===== config.mk =====
export PLATFORM = sky130hd
export DESIGN_NAME = vsc_config_regs
export DESIGN_NICKNAME = d
export VERILOG_FILES = /design/src/common/vsc_pkg.sv /design/src/hdl/vsc_config_regs.sv
export SDC_FILE = /design/constraint.sdc
export NUM_CORES = 1
export LEC_CHECK = 0
export ABC_AREA = 1
export BUFFER_PORTS_ARGS = -buffer_cell sky130_fd_sc_hd__buf_4
export CAP_MARGIN = 40
export CORE_ASPECT_RATIO = 1.75
export CORE_MARGIN = 2
export CORE_UTILIZATION = 45
export DETAILED_ROUTE_END_ITERATION = 8
export PLACE_DENSITY = 0.61
export SYNTH_ARGS = -nofsm -noshare
export SYNTH_HDL_FRONTEND = slang
export SYNTH_SLANG_ARGS = --single-unit

===== constraint.sdc =====
create_clock -name ref_clk -period 4.9 [get_ports ref_clk]
set_input_delay 1.47 -clock ref_clk [delete_from_list [all_inputs] [get_ports ref_clk]]
set_output_delay 1.47 -clock ref_clk [all_outputs]
set_load 0.01 [all_outputs]

===== src/common/vsc_pkg.sv =====
// Shared constants for the video switch serial configuration register bank.
package vsc_pkg;
  localparam int VSC_NUM_REGS = 8;
  localparam int VSC_IDX_W = 3;
  // Register offsets on the serial bus.
  localparam logic [7:0] VSC_OFS_FAST_MODE = 8'h00;
  localparam logic [7:0] VSC_OFS_SIDE_MODE = 8'h01;
  localparam logic [7:0] VSC_OFS_RX_SET = 8'h10;
  localparam logic [7:0] VSC_OFS_PULSE_LO = 8'h11;
  localparam logic [7:0] VSC_OFS_PULSE_HI = 8'h12;
  localparam logic [7:0] VSC_OFS_EQ_LO = 8'h13;
  localparam logic [7:0] VSC_OFS_EQ_HI = 8'h14;
  localparam logic [7:0] VSC_OFS_TX_SET = 8'h20;
  // Storage index of each register.
  localparam logic [2:0] VSC_IDX_FAST_MODE = 3'h0;
  localparam logic [2:0] VSC_IDX_SIDE_MODE = 3'h1;
  localparam logic [2:0] VSC_IDX_RX_SET = 3'h2;
  localparam logic [2:0] VSC_IDX_PULSE_LO = 3'h3;
  localparam logic [2:0] VSC_IDX_PULSE_HI = 3'h4;
  localparam logic [2:0] VSC_IDX_EQ_LO = 3'h5;
  localparam logic [2:0] VSC_IDX_EQ_HI = 3'h6;
  localparam logic [2:0] VSC_IDX_TX_SET = 3'h7;
  // Reset values and writable bit masks, by index.
  localparam logic [7:0] VSC_RESET_VAL [VSC_NUM_REGS] =
    '{8'h40, 8'h40, 8'h01, 8'h00, 8'h00, 8'h00, 8'h00, 8'h03};
  localparam logic [7:0] VSC_WR_MASK [VSC_NUM_REGS] =
    '{8'h43, 8'h43, 8'h01, 8'hff, 8'hff, 8'hff, 8'hff, 8'h0f};
  // Field positions.
  localparam int VSC_BIT_ENABLE = 6;
  localparam int VSC_BIT_RX_TERM = 0;
  localparam int VSC_BIT_OUT_CUR = 0;
  localparam int VSC_BIT_OUT_TERM = 1;
  localparam int VSC_BIT_BOOST_LO = 2;
  // Side mode and receive setting images while the parallel pins are in charge.
  localparam logic [7:0] VSC_PAR_SIDE_BASE = 8'h40;
  localparam logic [7:0] VSC_PAR_RX_IMG = 8'h01;
  // Upper slave address bits; the value is arbitrary.
  localparam logic [3:0] VSC_ID_UPPER = 4'h5;
  // Timing: core clock and documented/assumed delays.
  localparam int VSC_CLK_MHZ = 200;
  localparam int VSC_TERM_PULSE_MS = 100;
  localparam int VSC_UPDATE_DELAY_US = 50;
  localparam int VSC_TERM_PULSE_CYCLES = VSC_TERM_PULSE_MS * 1000 * VSC_CLK_MHZ;
  localparam int VSC_UPDATE_CYCLES = VSC_UPDATE_DELAY_US * VSC_CLK_MHZ;
  localparam logic [3:0] VSC_BITS_PER_BYTE = 4'h8;
  typedef enum logic [8:0] {
    VSC_IDLE = 9'h001,
    VSC_ADDR = 9'h002,
    VSC_ADDR_ACK = 9'h004,
    VSC_REG = 9'h008,
    VSC_REG_ACK = 9'h010,
    VSC_WRITE = 9'h020,
    VSC_WRITE_ACK = 9'h040,
    VSC_READ = 9'h080,
    VSC_READ_ACK = 9'h100
  } vsc_state_t;
endpackage : vsc_pkg


===== src/hdl/vsc_config_regs.sv =====
// Serial configuration register bank of a four-input video link switch.
`timescale 1ns/1ps
// Functional notes
// - External serial master reads and writes the bank; this block is the slave.
// - Three strap pins give the three low slave address bits.
// - After any serial access, parallel pins are ignored until reset.
// - Fast enable 0 turns all fast channels off; 1 turns them on.
// - Fast select 00..11 routes source A..D to the output.
// - Side enable 0 disconnects all low-speed paths; 1 connects selected one.
// - First pulse register holds one pulse bit per channel of A and B.
// - Second pulse register holds one pulse bit per channel of C and D.
// - Channels with pulse bit set lose termination briefly on source switch.
// - Two equalizer registers hold one level bit per input channel.
// - Side select 00..11 connects side source A..D to the common port.
// - Pulse bit 1 disconnects termination for 100 ms from a switch; 0 keeps it.
// - Equalizer bit 0 selects 6 dB, 1 selects 12 dB.
// - Writes inside an update window do not restart it; last value applies.
module vsc_config_regs #(
  parameter int unsigned TERM_PULSE_CYCLES = vsc_pkg::VSC_TERM_PULSE_CYCLES,
  parameter int unsigned UPDATE_CYCLES = vsc_pkg::VSC_UPDATE_CYCLES
) (
  input wire logic ref_clk,
  input wire logic reset,
  input wire logic sclIn,
  input wire logic sdaIn,
  output logic sdaOut,
  output logic sdaOe,
  input wire logic slave_id_strap_2,
  input wire logic slave_id_strap_1,
  input wire logic slave_id_strap_0,
  input wire logic parPathOn,
  input wire logic [1:0] parSourceSel,
  input wire logic parEqLevel,
  input wire logic [1:0] parBoostLevel,
  input wire logic parOutTermOn,
  input wire logic parOutCurrentSel,
  output logic serialMode,
  output logic fast_path_on,
  output logic [1:0] fast_source_sel,
  output logic sidePathOn,
  output logic [1:0] side_source_sel,
  output logic [15:0] input_term_on,
  output logic [15:0] eq_level_sel,
  output logic [1:0] out_boost_level,
  output logic out_term_on,
  output logic out_current_sel
);
  import vsc_pkg::*;

  function automatic logic [VSC_IDX_W:0] regDecode(input logic [7:0] ofs);
    logic [VSC_IDX_W:0] r;
    r = '0;
    if (ofs == VSC_OFS_FAST_MODE) r = {1'b1, VSC_IDX_FAST_MODE};
    else if (ofs == VSC_OFS_SIDE_MODE) r = {1'b1, VSC_IDX_SIDE_MODE};
    else if (ofs == VSC_OFS_RX_SET) r = {1'b1, VSC_IDX_RX_SET};
    else if (ofs == VSC_OFS_PULSE_LO) r = {1'b1, VSC_IDX_PULSE_LO};
    else if (ofs == VSC_OFS_PULSE_HI) r = {1'b1, VSC_IDX_PULSE_HI};
    else if (ofs == VSC_OFS_EQ_LO) r = {1'b1, VSC_IDX_EQ_LO};
    else if (ofs == VSC_OFS_EQ_HI) r = {1'b1, VSC_IDX_EQ_HI};
    else if (ofs == VSC_OFS_TX_SET) r = {1'b1, VSC_IDX_TX_SET};
    return r;
  endfunction : regDecode

  // Pin synchronisers; the first stage feeds only the second.
  logic [1:0] busMeta_r, busSync_r, busDly_r;
  logic [2:0] strapMeta_r, strapSync_r, strapLatched_r;
  logic strapCaught_r;
  logic [7:0] parMeta_r, parSync_r;
  always_ff @(posedge ref_clk) begin
    busMeta_r <= {sclIn, sdaIn};
    busSync_r <= busMeta_r;
    busDly_r <= busSync_r;
    strapMeta_r <= {slave_id_strap_2, slave_id_strap_1, slave_id_strap_0};
    strapSync_r <= strapMeta_r;
    parMeta_r <= {parPathOn, parSourceSel, parEqLevel, parBoostLevel, parOutTermOn,
                  parOutCurrentSel};
    parSync_r <= parMeta_r;
  end

  // Straps are caught once after reset so a moving strap cannot alter the address mid-frame.
  always_ff @(posedge ref_clk) begin
    if (reset) begin
      strapCaught_r <= 1'b0;
      strapLatched_r <= 3'h0;
    end else if (!strapCaught_r) begin
      strapCaught_r <= 1'b1;
      strapLatched_r <= strapSync_r;
    end
  end

  wire sclHi = busSync_r[1];
  wire sdaLv = busSync_r[0];
  wire sclRise = busSync_r[1] & ~busDly_r[1];
  wire sclFall = ~busSync_r[1] & busDly_r[1];
  wire busStart = sclHi & busDly_r[1] & ~sdaLv & busDly_r[0];
  wire busStop = sclHi & busDly_r[1] & sdaLv & ~busDly_r[0];

  vsc_state_t state_r;
  logic [3:0] bitCnt_r;
  logic [7:0] rxShift_r, txShift_r, regPtr_r;
  logic readMode_r, serialUsed_r, masterNack_r;
  logic [7:0] shadow_r [VSC_NUM_REGS];
  logic [7:0] applied_r [VSC_NUM_REGS];
  logic [31:0] windowCnt_r;

  wire byteDone = sclFall & (bitCnt_r == VSC_BITS_PER_BYTE);
  wire addrMatch = rxShift_r[7:1] == {VSC_ID_UPPER, strapLatched_r};
  wire [VSC_IDX_W:0] ptrDec = regDecode(regPtr_r);
  wire ptrValid = ptrDec[VSC_IDX_W];
  wire [VSC_IDX_W-1:0] ptrIdx = ptrDec[VSC_IDX_W-1:0];
  wire [7:0] readData = ptrValid ? shadow_r[ptrIdx] : 8'h00;
  wire wrStrobe = (state_r == VSC_WRITE) & byteDone;
  wire windowActive = windowCnt_r != 32'h0;
  wire windowEnd = windowCnt_r == 32'h1;

  // Serial slave: data changes only while the clock is low, sampled on its rise.
  always_ff @(posedge ref_clk) begin
    if (reset) begin
      state_r <= VSC_IDLE;
      bitCnt_r <= 4'h0;
      rxShift_r <= 8'h00;
      txShift_r <= 8'h00;
      regPtr_r <= 8'h00;
      readMode_r <= 1'b0;
      masterNack_r <= 1'b0;
      sdaOe <= 1'b0;
    end else if (busStop) begin
      state_r <= VSC_IDLE;
      sdaOe <= 1'b0;
    end else if (busStart) begin
      state_r <= VSC_ADDR;
      bitCnt_r <= 4'h0;
      sdaOe <= 1'b0;
    end else begin
      case (state_r)
        VSC_ADDR, VSC_REG, VSC_WRITE: begin
          if (sclRise) begin
            rxShift_r <= {rxShift_r[6:0], sdaLv};
            bitCnt_r <= bitCnt_r + 4'h1;
          end else if (byteDone) begin
            bitCnt_r <= 4'h0;
            if (state_r == VSC_ADDR) begin
              readMode_r <= rxShift_r[0];
              state_r <= addrMatch ? VSC_ADDR_ACK : VSC_IDLE;
              sdaOe <= addrMatch;
            end else if (state_r == VSC_REG) begin
              regPtr_r <= rxShift_r;
              state_r <= VSC_REG_ACK;
              sdaOe <= 1'b1;
            end else begin
              state_r <= VSC_WRITE_ACK;
              sdaOe <= 1'b1;
            end
          end
        end
        VSC_ADDR_ACK: begin
          if (sclFall) begin
            if (readMode_r) begin
              state_r <= VSC_READ;
              txShift_r <= readData;
              sdaOe <= ~readData[7];
            end else begin
              state_r <= VSC_REG;
              sdaOe <= 1'b0;
            end
          end
        end
        VSC_REG_ACK: begin
          if (sclFall) begin
            state_r <= VSC_WRITE;
            sdaOe <= 1'b0;
          end
        end
        VSC_WRITE_ACK: begin
          if (sclFall) begin
            state_r <= VSC_WRITE;
            regPtr_r <= regPtr_r + 8'h01;
            sdaOe <= 1'b0;
          end
        end
        VSC_READ: begin
          if (sclFall) begin
            if (bitCnt_r == VSC_BITS_PER_BYTE - 4'h1) begin
              state_r <= VSC_READ_ACK;
              bitCnt_r <= 4'h0;
              sdaOe <= 1'b0;
              regPtr_r <= regPtr_r + 8'h01;
            end else begin
              txShift_r <= {txShift_r[6:0], 1'b0};
              sdaOe <= ~txShift_r[6];
              bitCnt_r <= bitCnt_r + 4'h1;
            end
          end
        end
        VSC_READ_ACK: begin
          if (sclRise) begin
            masterNack_r <= sdaLv;
          end else if (sclFall) begin
            state_r <= masterNack_r ? VSC_IDLE : VSC_READ;
            txShift_r <= readData;
            sdaOe <= ~masterNack_r & ~readData[7];
          end
        end
        default: begin
          state_r <= VSC_IDLE;
          sdaOe <= 1'b0;
        end
      endcase
    end
  end
  assign sdaOut = 1'b0;

  // Any acknowledged address hands control to the serial registers.
  always_ff @(posedge ref_clk) begin
    if (reset) begin
      serialUsed_r <= 1'b0;
    end else if ((state_r == VSC_ADDR) & byteDone & addrMatch) begin
      serialUsed_r <= 1'b1;
    end
  end
  assign serialMode = serialUsed_r;

  // One window covers the whole bank; a write outside it applies at once.
  always_ff @(posedge ref_clk) begin
    if (reset) begin
      windowCnt_r <= 32'h0;
    end else if (wrStrobe & ptrValid & !windowActive) begin
      windowCnt_r <= UPDATE_CYCLES;
    end else if (windowActive) begin
      windowCnt_r <= windowCnt_r - 32'h1;
    end
  end

  wire [7:0] wrMasked [VSC_NUM_REGS];
  for (genvar i = 0; i < VSC_NUM_REGS; i++) begin : gRegs
    wire hit = wrStrobe & ptrValid & (ptrIdx == VSC_IDX_W'(i));
    assign wrMasked[i] = rxShift_r & VSC_WR_MASK[i];
    always_ff @(posedge ref_clk) begin
      if (reset) begin
        shadow_r[i] <= VSC_RESET_VAL[i];
        applied_r[i] <= VSC_RESET_VAL[i];
      end else begin
        if (hit) begin
          shadow_r[i] <= wrMasked[i];
        end
        if (hit & !windowActive) begin
          applied_r[i] <= wrMasked[i];
        end else if (windowEnd) begin
          // A write on the closing cycle must still be the value that lands.
          applied_r[i] <= hit ? wrMasked[i] : shadow_r[i];
        end
      end
    end
  end

  // Parallel pin images of each register, used until the first serial access.
  wire pEn = parSync_r[7];
  wire [1:0] pSrc = parSync_r[6:5];
  wire [7:0] parImg [VSC_NUM_REGS];
  assign parImg[VSC_IDX_FAST_MODE] = {1'b0, pEn, 4'h0, pSrc};
  assign parImg[VSC_IDX_SIDE_MODE] = VSC_PAR_SIDE_BASE | {6'h00, pSrc};
  assign parImg[VSC_IDX_RX_SET] = VSC_PAR_RX_IMG;
  assign parImg[VSC_IDX_PULSE_LO] = 8'h00;
  assign parImg[VSC_IDX_PULSE_HI] = 8'h00;
  assign parImg[VSC_IDX_EQ_LO] = {8{parSync_r[4]}};
  assign parImg[VSC_IDX_EQ_HI] = {8{parSync_r[4]}};
  assign parImg[VSC_IDX_TX_SET] = {4'h0, parSync_r[3:0]};
  wire [7:0] eff [VSC_NUM_REGS];
  for (genvar i = 0; i < VSC_NUM_REGS; i++) begin : gEff
    assign eff[i] = serialUsed_r ? applied_r[i] : parImg[i];
  end

  wire [7:0] effFast = eff[VSC_IDX_FAST_MODE];
  wire [7:0] effSide = eff[VSC_IDX_SIDE_MODE];
  wire [7:0] effTx = eff[VSC_IDX_TX_SET];
  wire [15:0] pulseSel = {eff[VSC_IDX_PULSE_HI], eff[VSC_IDX_PULSE_LO]};
  wire sourceChange = effFast[1:0] != fast_source_sel;
  logic [31:0] pulseCnt_r;
  wire pulsing = sourceChange | (pulseCnt_r != 32'h0);
  wire [15:0] termNxt = {16{eff[VSC_IDX_RX_SET][VSC_BIT_RX_TERM]}} &
                        ~({16{pulsing}} & pulseSel);

  // Termination pulse timer restarts on every fast source change.
  always_ff @(posedge ref_clk) begin
    if (reset) begin
      pulseCnt_r <= 32'h0;
    end else if (sourceChange) begin
      pulseCnt_r <= TERM_PULSE_CYCLES - 32'h1;
    end else if (pulseCnt_r != 32'h0) begin
      pulseCnt_r <= pulseCnt_r - 32'h1;
    end
  end

  always_ff @(posedge ref_clk) begin
    if (reset) begin
      fast_path_on <= 1'b0;
      fast_source_sel <= 2'h0;
      sidePathOn <= 1'b0;
      side_source_sel <= 2'h0;
      input_term_on <= 16'h0000;
      eq_level_sel <= 16'h0000;
      out_boost_level <= 2'h0;
      out_term_on <= 1'b0;
      out_current_sel <= 1'b0;
    end else begin
      fast_path_on <= effFast[VSC_BIT_ENABLE];
      fast_source_sel <= effFast[1:0];
      sidePathOn <= effSide[VSC_BIT_ENABLE];
      side_source_sel <= effSide[1:0];
      input_term_on <= termNxt;
      eq_level_sel <= {eff[VSC_IDX_EQ_HI], eff[VSC_IDX_EQ_LO]};
      out_boost_level <= effTx[VSC_BIT_BOOST_LO+1:VSC_BIT_BOOST_LO];
      out_term_on <= effTx[VSC_BIT_OUT_TERM];
      out_current_sel <= effTx[VSC_BIT_OUT_CUR];
    end
  end
endmodule : vsc_config_regs


==> key figures, run 1 <==
Status
  • Outcome: finished clean

Yosys
  • Post-synth EDFFs: 86
  • Seq/Total Area, Yosys: 50.9%
  • Synth unique cells: 60
  • Netlist Area Pre-Place: 12100 um^2
  • Ys async rst share: 0%
  • Mapped Avg Cell Area: 8.20 um^2
  • Syn Inst Count: 1473
  • Top_reg_cell synth: dfxtp_1
  • Post-Syn Nets: 1497
  • YS warnings: 0
  • #FFs+latches synth: 264

Cells and area
  • Core Util, Final: 51.6%
  • Layout area overhead: 13.1%
  • Commonest cells after routing, fill and taps aside: nand2_1 (260), nor2_1 (223), dfxtp_1 (178)
  • Commonest non-fill, non-tap cell in the layout: nand2_1
  • Nets: 1551
  • Layout cells sized above 1: 12.7%
  • Number of fill cells: 2536
  • Antenna diode count: 0

Clocking
  • Worst-path clk slew: 0.06 ns
  • Maximum buffer depth of the clock tree: 3
  • Setup Fix Bufs, Post-CTS: 0
  • Hold_buf cts: 0
  • CTS sink count: 264
  • CTS tree: yes
  • CTS Root Cell: clkbuf_16
  • H-tree levels: 1
  • CTS buffer count: 26
  • Post_cts resized: 0
  • Worst-skew pair later-pin latency: 0.54 ns

Detailed routing
  • DR vias/cell: 5.37
  • Routed len/inst: 17.0 um
  • Final WL: 31700 um
  • DRT iter0 DRCs: 591
  • Routed Antenna Nets: 0
  • DR pass1 iterations: 6
  • Vias: 10041
  • DRC: 0

Timing
  • Final Max Slew Viols: 0
  • Setup tns final: 0 ns
  • Slew headroom: 50.3%
  • Final Cycle Share: 65.2%
  • Skew final: 0.0136 ns
  • Final setup violation count: 0
  • Max Clk Rate: 0.313 GHz
  • Final hold violation count: 0
  • Post-layout min period: 3.19 ns
  • RSZ-0062 raised after global routing: false
  • Slew @ Worst Pin: 0.743 ns

Setup path
  • Reg2reg start: windowCnt_r[20]$_SDFFE_PP0N_
  • Reg-to-reg slack, setup: 1.71 ns
  • Crit path kind: reg2reg
  • CP Capture Type: flip-flop
  • CP max FO: 17
  • Setup crit start kind: flip-flop
  • Setup crit start: windowCnt_r[20]$_SDFFE_PP0N_
  • Critical Path AT: 3.40 ns
  • WP data required: 5.11 ns
  • CP endpoint: applied_r[1][19]$_DFFE_PP_
  • Reg2reg end: applied_r[1][19]$_DFFE_PP_
  • Reg2reg path depth: 10

Flow run
  • Max Cap Viol: 0

Placed design
  • Final GP Congestion: 1.01
  • PortBufs: 58
  • Hpwl dp: 23900 um

Floorplan
  • Die height: 221 um
  • Die ar.: 28200 um^2
  • Std-Cell Rows: 79
  • CORE AREA: 26500 um^2
  • Die X: 128 um
  • Top-level port count: 60
  • Initial Util: 45.6%

Global route
  • Largest net degree at the start of global routing: 45
  • Gr ovfl total: 0
  • Initial antenna violation count: 0
  • Vias in the first global route: 10063
  • Total track usage: 22.7%
  • First-pass GRT wire length: 50500 um

Power and ir drop
  • Pwr Density: 429 nW/um^2
  • Max VDD drop: 0.000516 V
  • Total Power: 5.86 mW
  • Leak: 5.61 nW

Min path
  • Worst hold path class: reg2reg
## critical path: stages (launching register included)
cell     delay, ns
dfxtp_1       0.33
nor2_1        0.30
nand2_1       0.10
nor2_1        0.18
nand4_1       0.19
inv_1         0.16
nand2_2       0.31
inv_1         0.52
buf_4         0.34
nand2_4       0.12
nand2_1       0.31
## cells in the mapped netlist (all sizes together) (15+ instances only)
| cell | count | area share (%) |
|---|---|---|
| clkbuf | 27 | 0.84 |
| buf | 16 | 0.88 |
| nor2 | 250 | 8.9 |
| xor2 | 15 | 1.1 |
| nand3 | 62 | 2.8 |
| o21ai | 124 | 5.3 |
| xnor2 | 15 | 1.1 |
| edfxtp | 86 | 21 |
| a21oi | 98 | 4.2 |
| nor3 | 44 | 2.5 |
| a31oi | 31 | 1.6 |
| dfxtp | 178 | 29 |
| nand4 | 22 | 1.2 |
| inv | 157 | 4.9 |
| nand2 | 277 | 9.2 |
## layout make-up
| cell class | instances | area [um^2] | share of cell area [%] |
|---|---|---|---|
| Tap cell | 324 | 405 | 2.97 |
| Timing Repair Buffer | 69 | 510 | 3.74 |
| Multi-Input combinational cell | 1006 | 5120 | 37.5 |
| Clock buffer | 33 | 739 | 5.41 |
| Inverter | 160 | 608 | 4.45 |
| Clock inverter | 15 | 136 | 0.998 |
| Sequential cell | 264 | 6150 | 45.0 |
## state kept, by name, summed over array words and instances, names as in the netlist, 3 cells and up
name / count
applied_r: 43
shadow_r: 43
pulseCnt_r: 32
windowCnt_r: 32
eq_level_sel: 16
input_term_on: 16
state_r: 9
parMeta_r: 8
parSync_r: 8
regPtr_r: 8
rxShift_r: 8
txShift_r: 7
bitCnt_r: 4
strapLatched_r: 3
strapMeta_r: 3
strapSync_r: 3
## layer usage
metal  track usage, %  up-vias  part of all wire, %
met1             22.4     4642                   36
met2             44.5      251                   54
met3             2.56      103                  3.2
li1                 -     5045                    -
met5                0        -                    0
met4             14.2        0                  6.7
## through the flow
stage	area (um^2)	setup WS, ns	hold slack, ns	instances
6_report	13700	1.71	0.326	1871
2_1_floorplan	12100	1.80	0.310	1473
4_1_cts	13700	1.71	0.327	1871
3_3_place_gp	12800	1.39	0.310	1819
3_5_place_dp	12800	1.39	0.313	1823
5_1_grt	13700	1.46	0.332	1871
## power by group
group	total (mW)	switching [mW]	internal (mW)
Sequential	2.61	0.138	2.48
Combinational	1.22	0.824	0.398
Clock	2.03	0.849	1.18
## cell families after synthesis
family / share of synthesized area [%]
AND/OR/NAND/NOR: 25.7
AO/OA/AOI/OAI: 13.5
flip-flops: 50.9
buffers and inverters: 6.75
XOR/XNOR: 2.17
adder cells (fa/ha/maj): 0.932
other: 0.0310
## worst min-delay path by stage
stage,startpoint,endpoint,slack [ns],cells past startpoint
2_1_floorplan,busMeta_r[0]$_DFF_P_,busSync_r[0]$_DFF_P_,0.31,0
3_3_place_gp,strapMeta_r[1]$_DFF_P_,strapSync_r[1]$_DFF_P_,0.31,0
3_5_place_dp,busMeta_r[0]$_DFF_P_,busSync_r[0]$_DFF_P_,0.31,0
4_1_cts,busMeta_r[0]$_DFF_P_,busSync_r[0]$_DFF_P_,0.33,0
5_1_grt,parMeta_r[5]$_DFF_P_,parSync_r[5]$_DFF_P_,0.33,0
6_report,parMeta_r[3]$_DFF_P_,parSync_r[3]$_DFF_P_,0.33,0
Power figures use the tool's default switching activity.
==> run 2: changes to the inputs <==
--- a/config.mk
+++ b/config.mk
@@ -5,14 +5,14 @@
 export SDC_FILE = /design/constraint.sdc
 export NUM_CORES = 1
 export LEC_CHECK = 0
-export ABC_AREA = 1
+export ABC_AREA = 0
 export BUFFER_PORTS_ARGS = -buffer_cell sky130_fd_sc_hd__buf_4
 export CAP_MARGIN = 40
 export CORE_ASPECT_RATIO = 1.75
 export CORE_MARGIN = 2
 export CORE_UTILIZATION = 45
 export DETAILED_ROUTE_END_ITERATION = 8
-export PLACE_DENSITY = 0.61
+export PLACE_DENSITY = 0.63
 export SYNTH_ARGS = -nofsm -noshare
 export SYNTH_HDL_FRONTEND = slang
 export SYNTH_SLANG_ARGS = --single-unit
==> constraint.sdc (replaced) <==
create_clock -name ref_clk -period 2.85 [get_ports ref_clk]
set_input_delay 0.855 -clock ref_clk [delete_from_list [all_inputs] [get_ports ref_clk]]
set_output_delay 0.855 -clock ref_clk [all_outputs]
set_load 0.01 [all_outputs]
==> key figures, run 2 <==
Cells and area
  • Biggest regs: applied_r (43), shadow_r (43)
  • Antenna diode count: 0 (unchanged)
  • Layout area overhead: 19.2%
  • Commonest cells after routing, fill and taps aside: dfxtp_1 (175), nor2_1 (157), buf_4 (128)
  • Core Util, Final: 54.6% (+3.0 points)
  • Layout cells sized above 1: 16.7% (+4.0 points)
  • Nets: 1285 (-17%)
  • Fin area: 13500 um^2 (-1.3%)
  • Commonest non-fill, non-tap cell in the layout: dfxtp_1

Setup path
  • Reg-to-reg slack, setup: 0.06 ns (-1.64 ns)
  • Reg2reg end: applied_r[1][23]$_DFFE_PP_
  • Critical Path AT: 3.18 ns (-0.22 ns)
  • CP max FO: 8 (-9)
  • Reg2reg start: windowCnt_r[6]$_SDFFE_PP0N_
  • CP delay by family, top: simple AND/OR/NAND/NOR gates
  • Slowest CP cell: or4_4
  • WP data required: 3.24 ns (-1.87 ns)
  • CP Capture Type: flip-flop
  • Worst path cell trace: or4_4 > or4b_4 > or4_4 > a21boi_4 > buf_6 > nor2_4 > a22oi_1 > nor2_1
  • CP most frequent cell: or4_4
  • Sum of buffers and inverters on the critical path: 1 (-2)
  • Crit path kind: reg2reg
  • Reg2reg path depth: 8 (-2)
  • Setup crit start kind: flip-flop
  • Critical Path Max Stage Delay: 0.54 ns (+0.02 ns)

Timing
  • RSZ-0062 raised after global routing: true
  • Post-layout min period: 2.79 ns (-0.408 ns)
  • Final Max Slew Viols: 0 (unchanged)
  • Final setup violation count: 0 (unchanged)
  • Slew @ Worst Pin: 0.751 ns (+0.00769 ns)
  • Max Clk Rate: 0.359 GHz (+15%)
  • Slew headroom: 49.7% (-0.51 points)
  • Final hold violation count: 0 (unchanged)
  • Skew final: 0.0102 ns (-0.00343 ns)
  • Setup tns final: 0 ns (unchanged)
  • Final Cycle Share: 97.7% (+33 points)

Min path
  • Hold path start: parMeta_r[1]$_DFF_P_
  • Worst Hold Depth: 0 (unchanged)
  • Worst Hold Path EP: parSync_r[1]$_DFF_P_
  • Worst hold path class: reg2reg

Power and ir drop
  • Max VDD drop: 0.000454 V (-12%)
  • Pwr Density: 712 nW/um^2 (+66%)
  • Leak: 4.96 nW (-11%)

Yosys
  • Synth unique cells: 75 (+25%)
  • Netlist Area Pre-Place: 11300 um^2 (-6.3%)
  • Synth area leaders: dfxtp_1 (31%), edfxtp_1 (23%), nor2_1 (5.2%)
  • Post-synth EDFFs: 86 (unchanged)
  • Seq/Total Area, Yosys: 54.3% (+3.4 points)
  • Count leader, synth: dfxtp_1
  • Commonest cells in the netlist: dfxtp_1 (178), nor2_1 (157), a21oi_1 (98), edfxtp_1 (86), nand2_1 (84)
  • Top_reg_cell synth: dfxtp_1
  • Ys async rst share: 0% (unchanged)
  • Most area-hungry cell type in the Yosys netlist: dfxtp_1
  • Syn Inst Count: 1162 (-21%)
  • YS warnings: 0 (unchanged)
  • Mapped Avg Cell Area: 9.74 um^2 (+19%)
  • #FFs+latches synth: 264 (unchanged)
  • Post-Syn Nets: 1186 (-21%)
  • Synth top area share: 31.5% (+2.0 points)

Clocking
  • H-tree levels: 1 (unchanged)
  • Hold_buf cts: 0 (unchanged)
  • CTS tree: yes
  • CTS buffer count: 26 (unchanged)
  • CTS sink count: 264 (unchanged)
  • Worst-skew pair later-pin latency: 0.54 ns (about the same)
  • Maximum buffer depth of the clock tree: 3 (unchanged)
  • Worst-path clk slew: 0.07 ns (about the same)
  • CTS Root Cell: clkbuf_16

Floorplan
  • Die ar.: 26500 um^2 (-6.1%)
  • Initial Util: 45.8% (+0.18 points)
  • Top-level port count: 60 (unchanged)
  • Std-Cell Rows: 76 (-3.8%)
  • CORE AREA: 24700 um^2 (-6.7%)
  • Die X: 124 um (-3.1%)
  • Die height: 214 um (-3.1%)

Global route
  • Vias in the first global route: 8551 (-15%)
  • First-pass GRT wire length: 44300 um (-12%)
  • Total track usage: 21.4% (-1.3 points)
  • Largest net degree at the start of global routing: 42 (-6.7%)
  • Initial antenna violation count: 0 (unchanged)
  • Gr ovfl total: 0 (unchanged)

Placed design
  • PortBufs: 58 (unchanged)
  • DP Area: 12500 um^2 (-2.4%)
  • Final GP Congestion: 0.912 (-9.6%)
  • Hpwl dp: 20300 um (-15%)

Detailed routing
  • DRC: 0 (unchanged)
  • Final WL: 28000 um (-12%)
  • Routed len/inst: 17.6 um (+3.6%)
  • DRT iter0 DRCs: 504 (-15%)
  • Vias: 8912 (-11%)
  • Routed Antenna Nets: 0 (unchanged)
  • DR vias/cell: 5.59 (+4.2%)
  • DR pass1 iterations: 7 (+1)

Flow run
  • Max Cap Viol: 0 (unchanged)

Status
  • Outcome: finished clean
-- run 2: cell count changes after synthesis, moves of 16 or more --
cell,previous run,this run
nand2_1,260,84
a22oi_1,0,41
nor2_2,16,0
nor2_1,223,157
and2_1,0,42
clkbuf_1,27,57
o21ai_0,119,39
nand3_1,59,14
inv_1,142,20
xnor2_1,15,37
a31oi_1,31,11
mux2i_1,0,19
-- run 2: stage by stage --
stage / hold WS, ns / power, mW / worst slack (ns) / std cells
after floorplan: 0.310 / 5.52 / -0.0560 / 1162
after global placement: 0.311 / 6.01 / 0.00759 / 1540
after detailed placement: 0.312 / 6.05 / -0.0109 / 1541
after CTS: 0.325 / 9.66 / 0.00210 / 1591
after global routing: 0.326 / 10.0 / -0.00292 / 1593
final: 0.324 / 9.61 / 0.0643 / 1593
-- run 2: cell families (layout without fill, tap and decap cells) --
| group | after synthesis | after routing | share of synthesized area, % |
|---|---|---|---|
| adder cells (fa/ha/maj) | 9 | 9 | 0.995 |
| flip-flops | 264 | 264 | 54.3 |
| buffers and inverters | 83 | 202 | 2.87 |
| other | 1 | 1 | 0.0331 |
| multiplexers | 21 | 21 | 1.88 |
| AND/OR/NAND/NOR | 465 | 465 | 21.0 |
| XOR/XNOR | 56 | 56 | 4.33 |
| AO/OA/AOI/OAI | 263 | 263 | 14.6 |
-- run 2: worst max path at each step --
stage | from | end | slack (ns) | cells past startpoint
2_1_floorplan | windowCnt_r[3]$_SDFFE_PP0N_ | applied_r[1][16]$_DFFE_PP_ | -0.06 | 6
3_3_place_gp | windowCnt_r[6]$_SDFFE_PP0N_ | applied_r[1][16]$_DFFE_PP_ | 0.008 | 8
3_5_place_dp | windowCnt_r[6]$_SDFFE_PP0N_ | applied_r[1][15]$_DFFE_PP_ | -0.01 | 8
4_1_cts | windowCnt_r[6]$_SDFFE_PP0N_ | applied_r[1][24]$_DFFE_PP_ | 0.002 | 5
5_1_grt | windowCnt_r[6]$_SDFFE_PP0N_ | applied_r[1][9]$_DFFE_PP_ | -0.003 | 8
6_report | windowCnt_r[6]$_SDFFE_PP0N_ | applied_r[1][23]$_DFFE_PP_ | 0.06 | 8
-- run 2: routing by layer --
| metal | part of all wire, % | global-route usage, % |
|---|---|---|
| met5 | 0 | 0 |
| met4 | 5.1 | 10.5 |
| met3 | 3.7 | 2.31 |
| met2 | 54 | 40.9 |
| met1 | 37 | 22.7 |
-- run 2: repair_timing --
item	4_1_cts	5_1_grt
resized for setup	0	13
pin swaps	0	3
setup buffers	2	2
endpoints found under the setup margin	8	81
-- run 2: final cells by class --
| cell class | count | area [um^2] |
|---|---|---|
| multi-input combinational | 815 | 4910 |
| sequential | 264 | 6150 |
| clock inverter | 11 | 92.6 |
| timing repair buffer | 133 | 1050 |
| clock buffer | 37 | 827 |
| inverter | 21 | 78.8 |
| tap | 312 | 390 |
| fill | 2235 | 11200 |
-- run 2: power breakdown --
| part | internal (mW) | total (mW) | switching (mW) | leakage [nW] |
|---|---|---|---|---|
| sequential | 4.21 | 4.40 | 0.186 | 2.32 |
| clock | 2.13 | 3.58 | 1.45 | 0.460 |
| combinational | 0.729 | 1.63 | 0.899 | 2.19 |
| total | 7.07 | 9.61 | 2.54 | 4.96 |
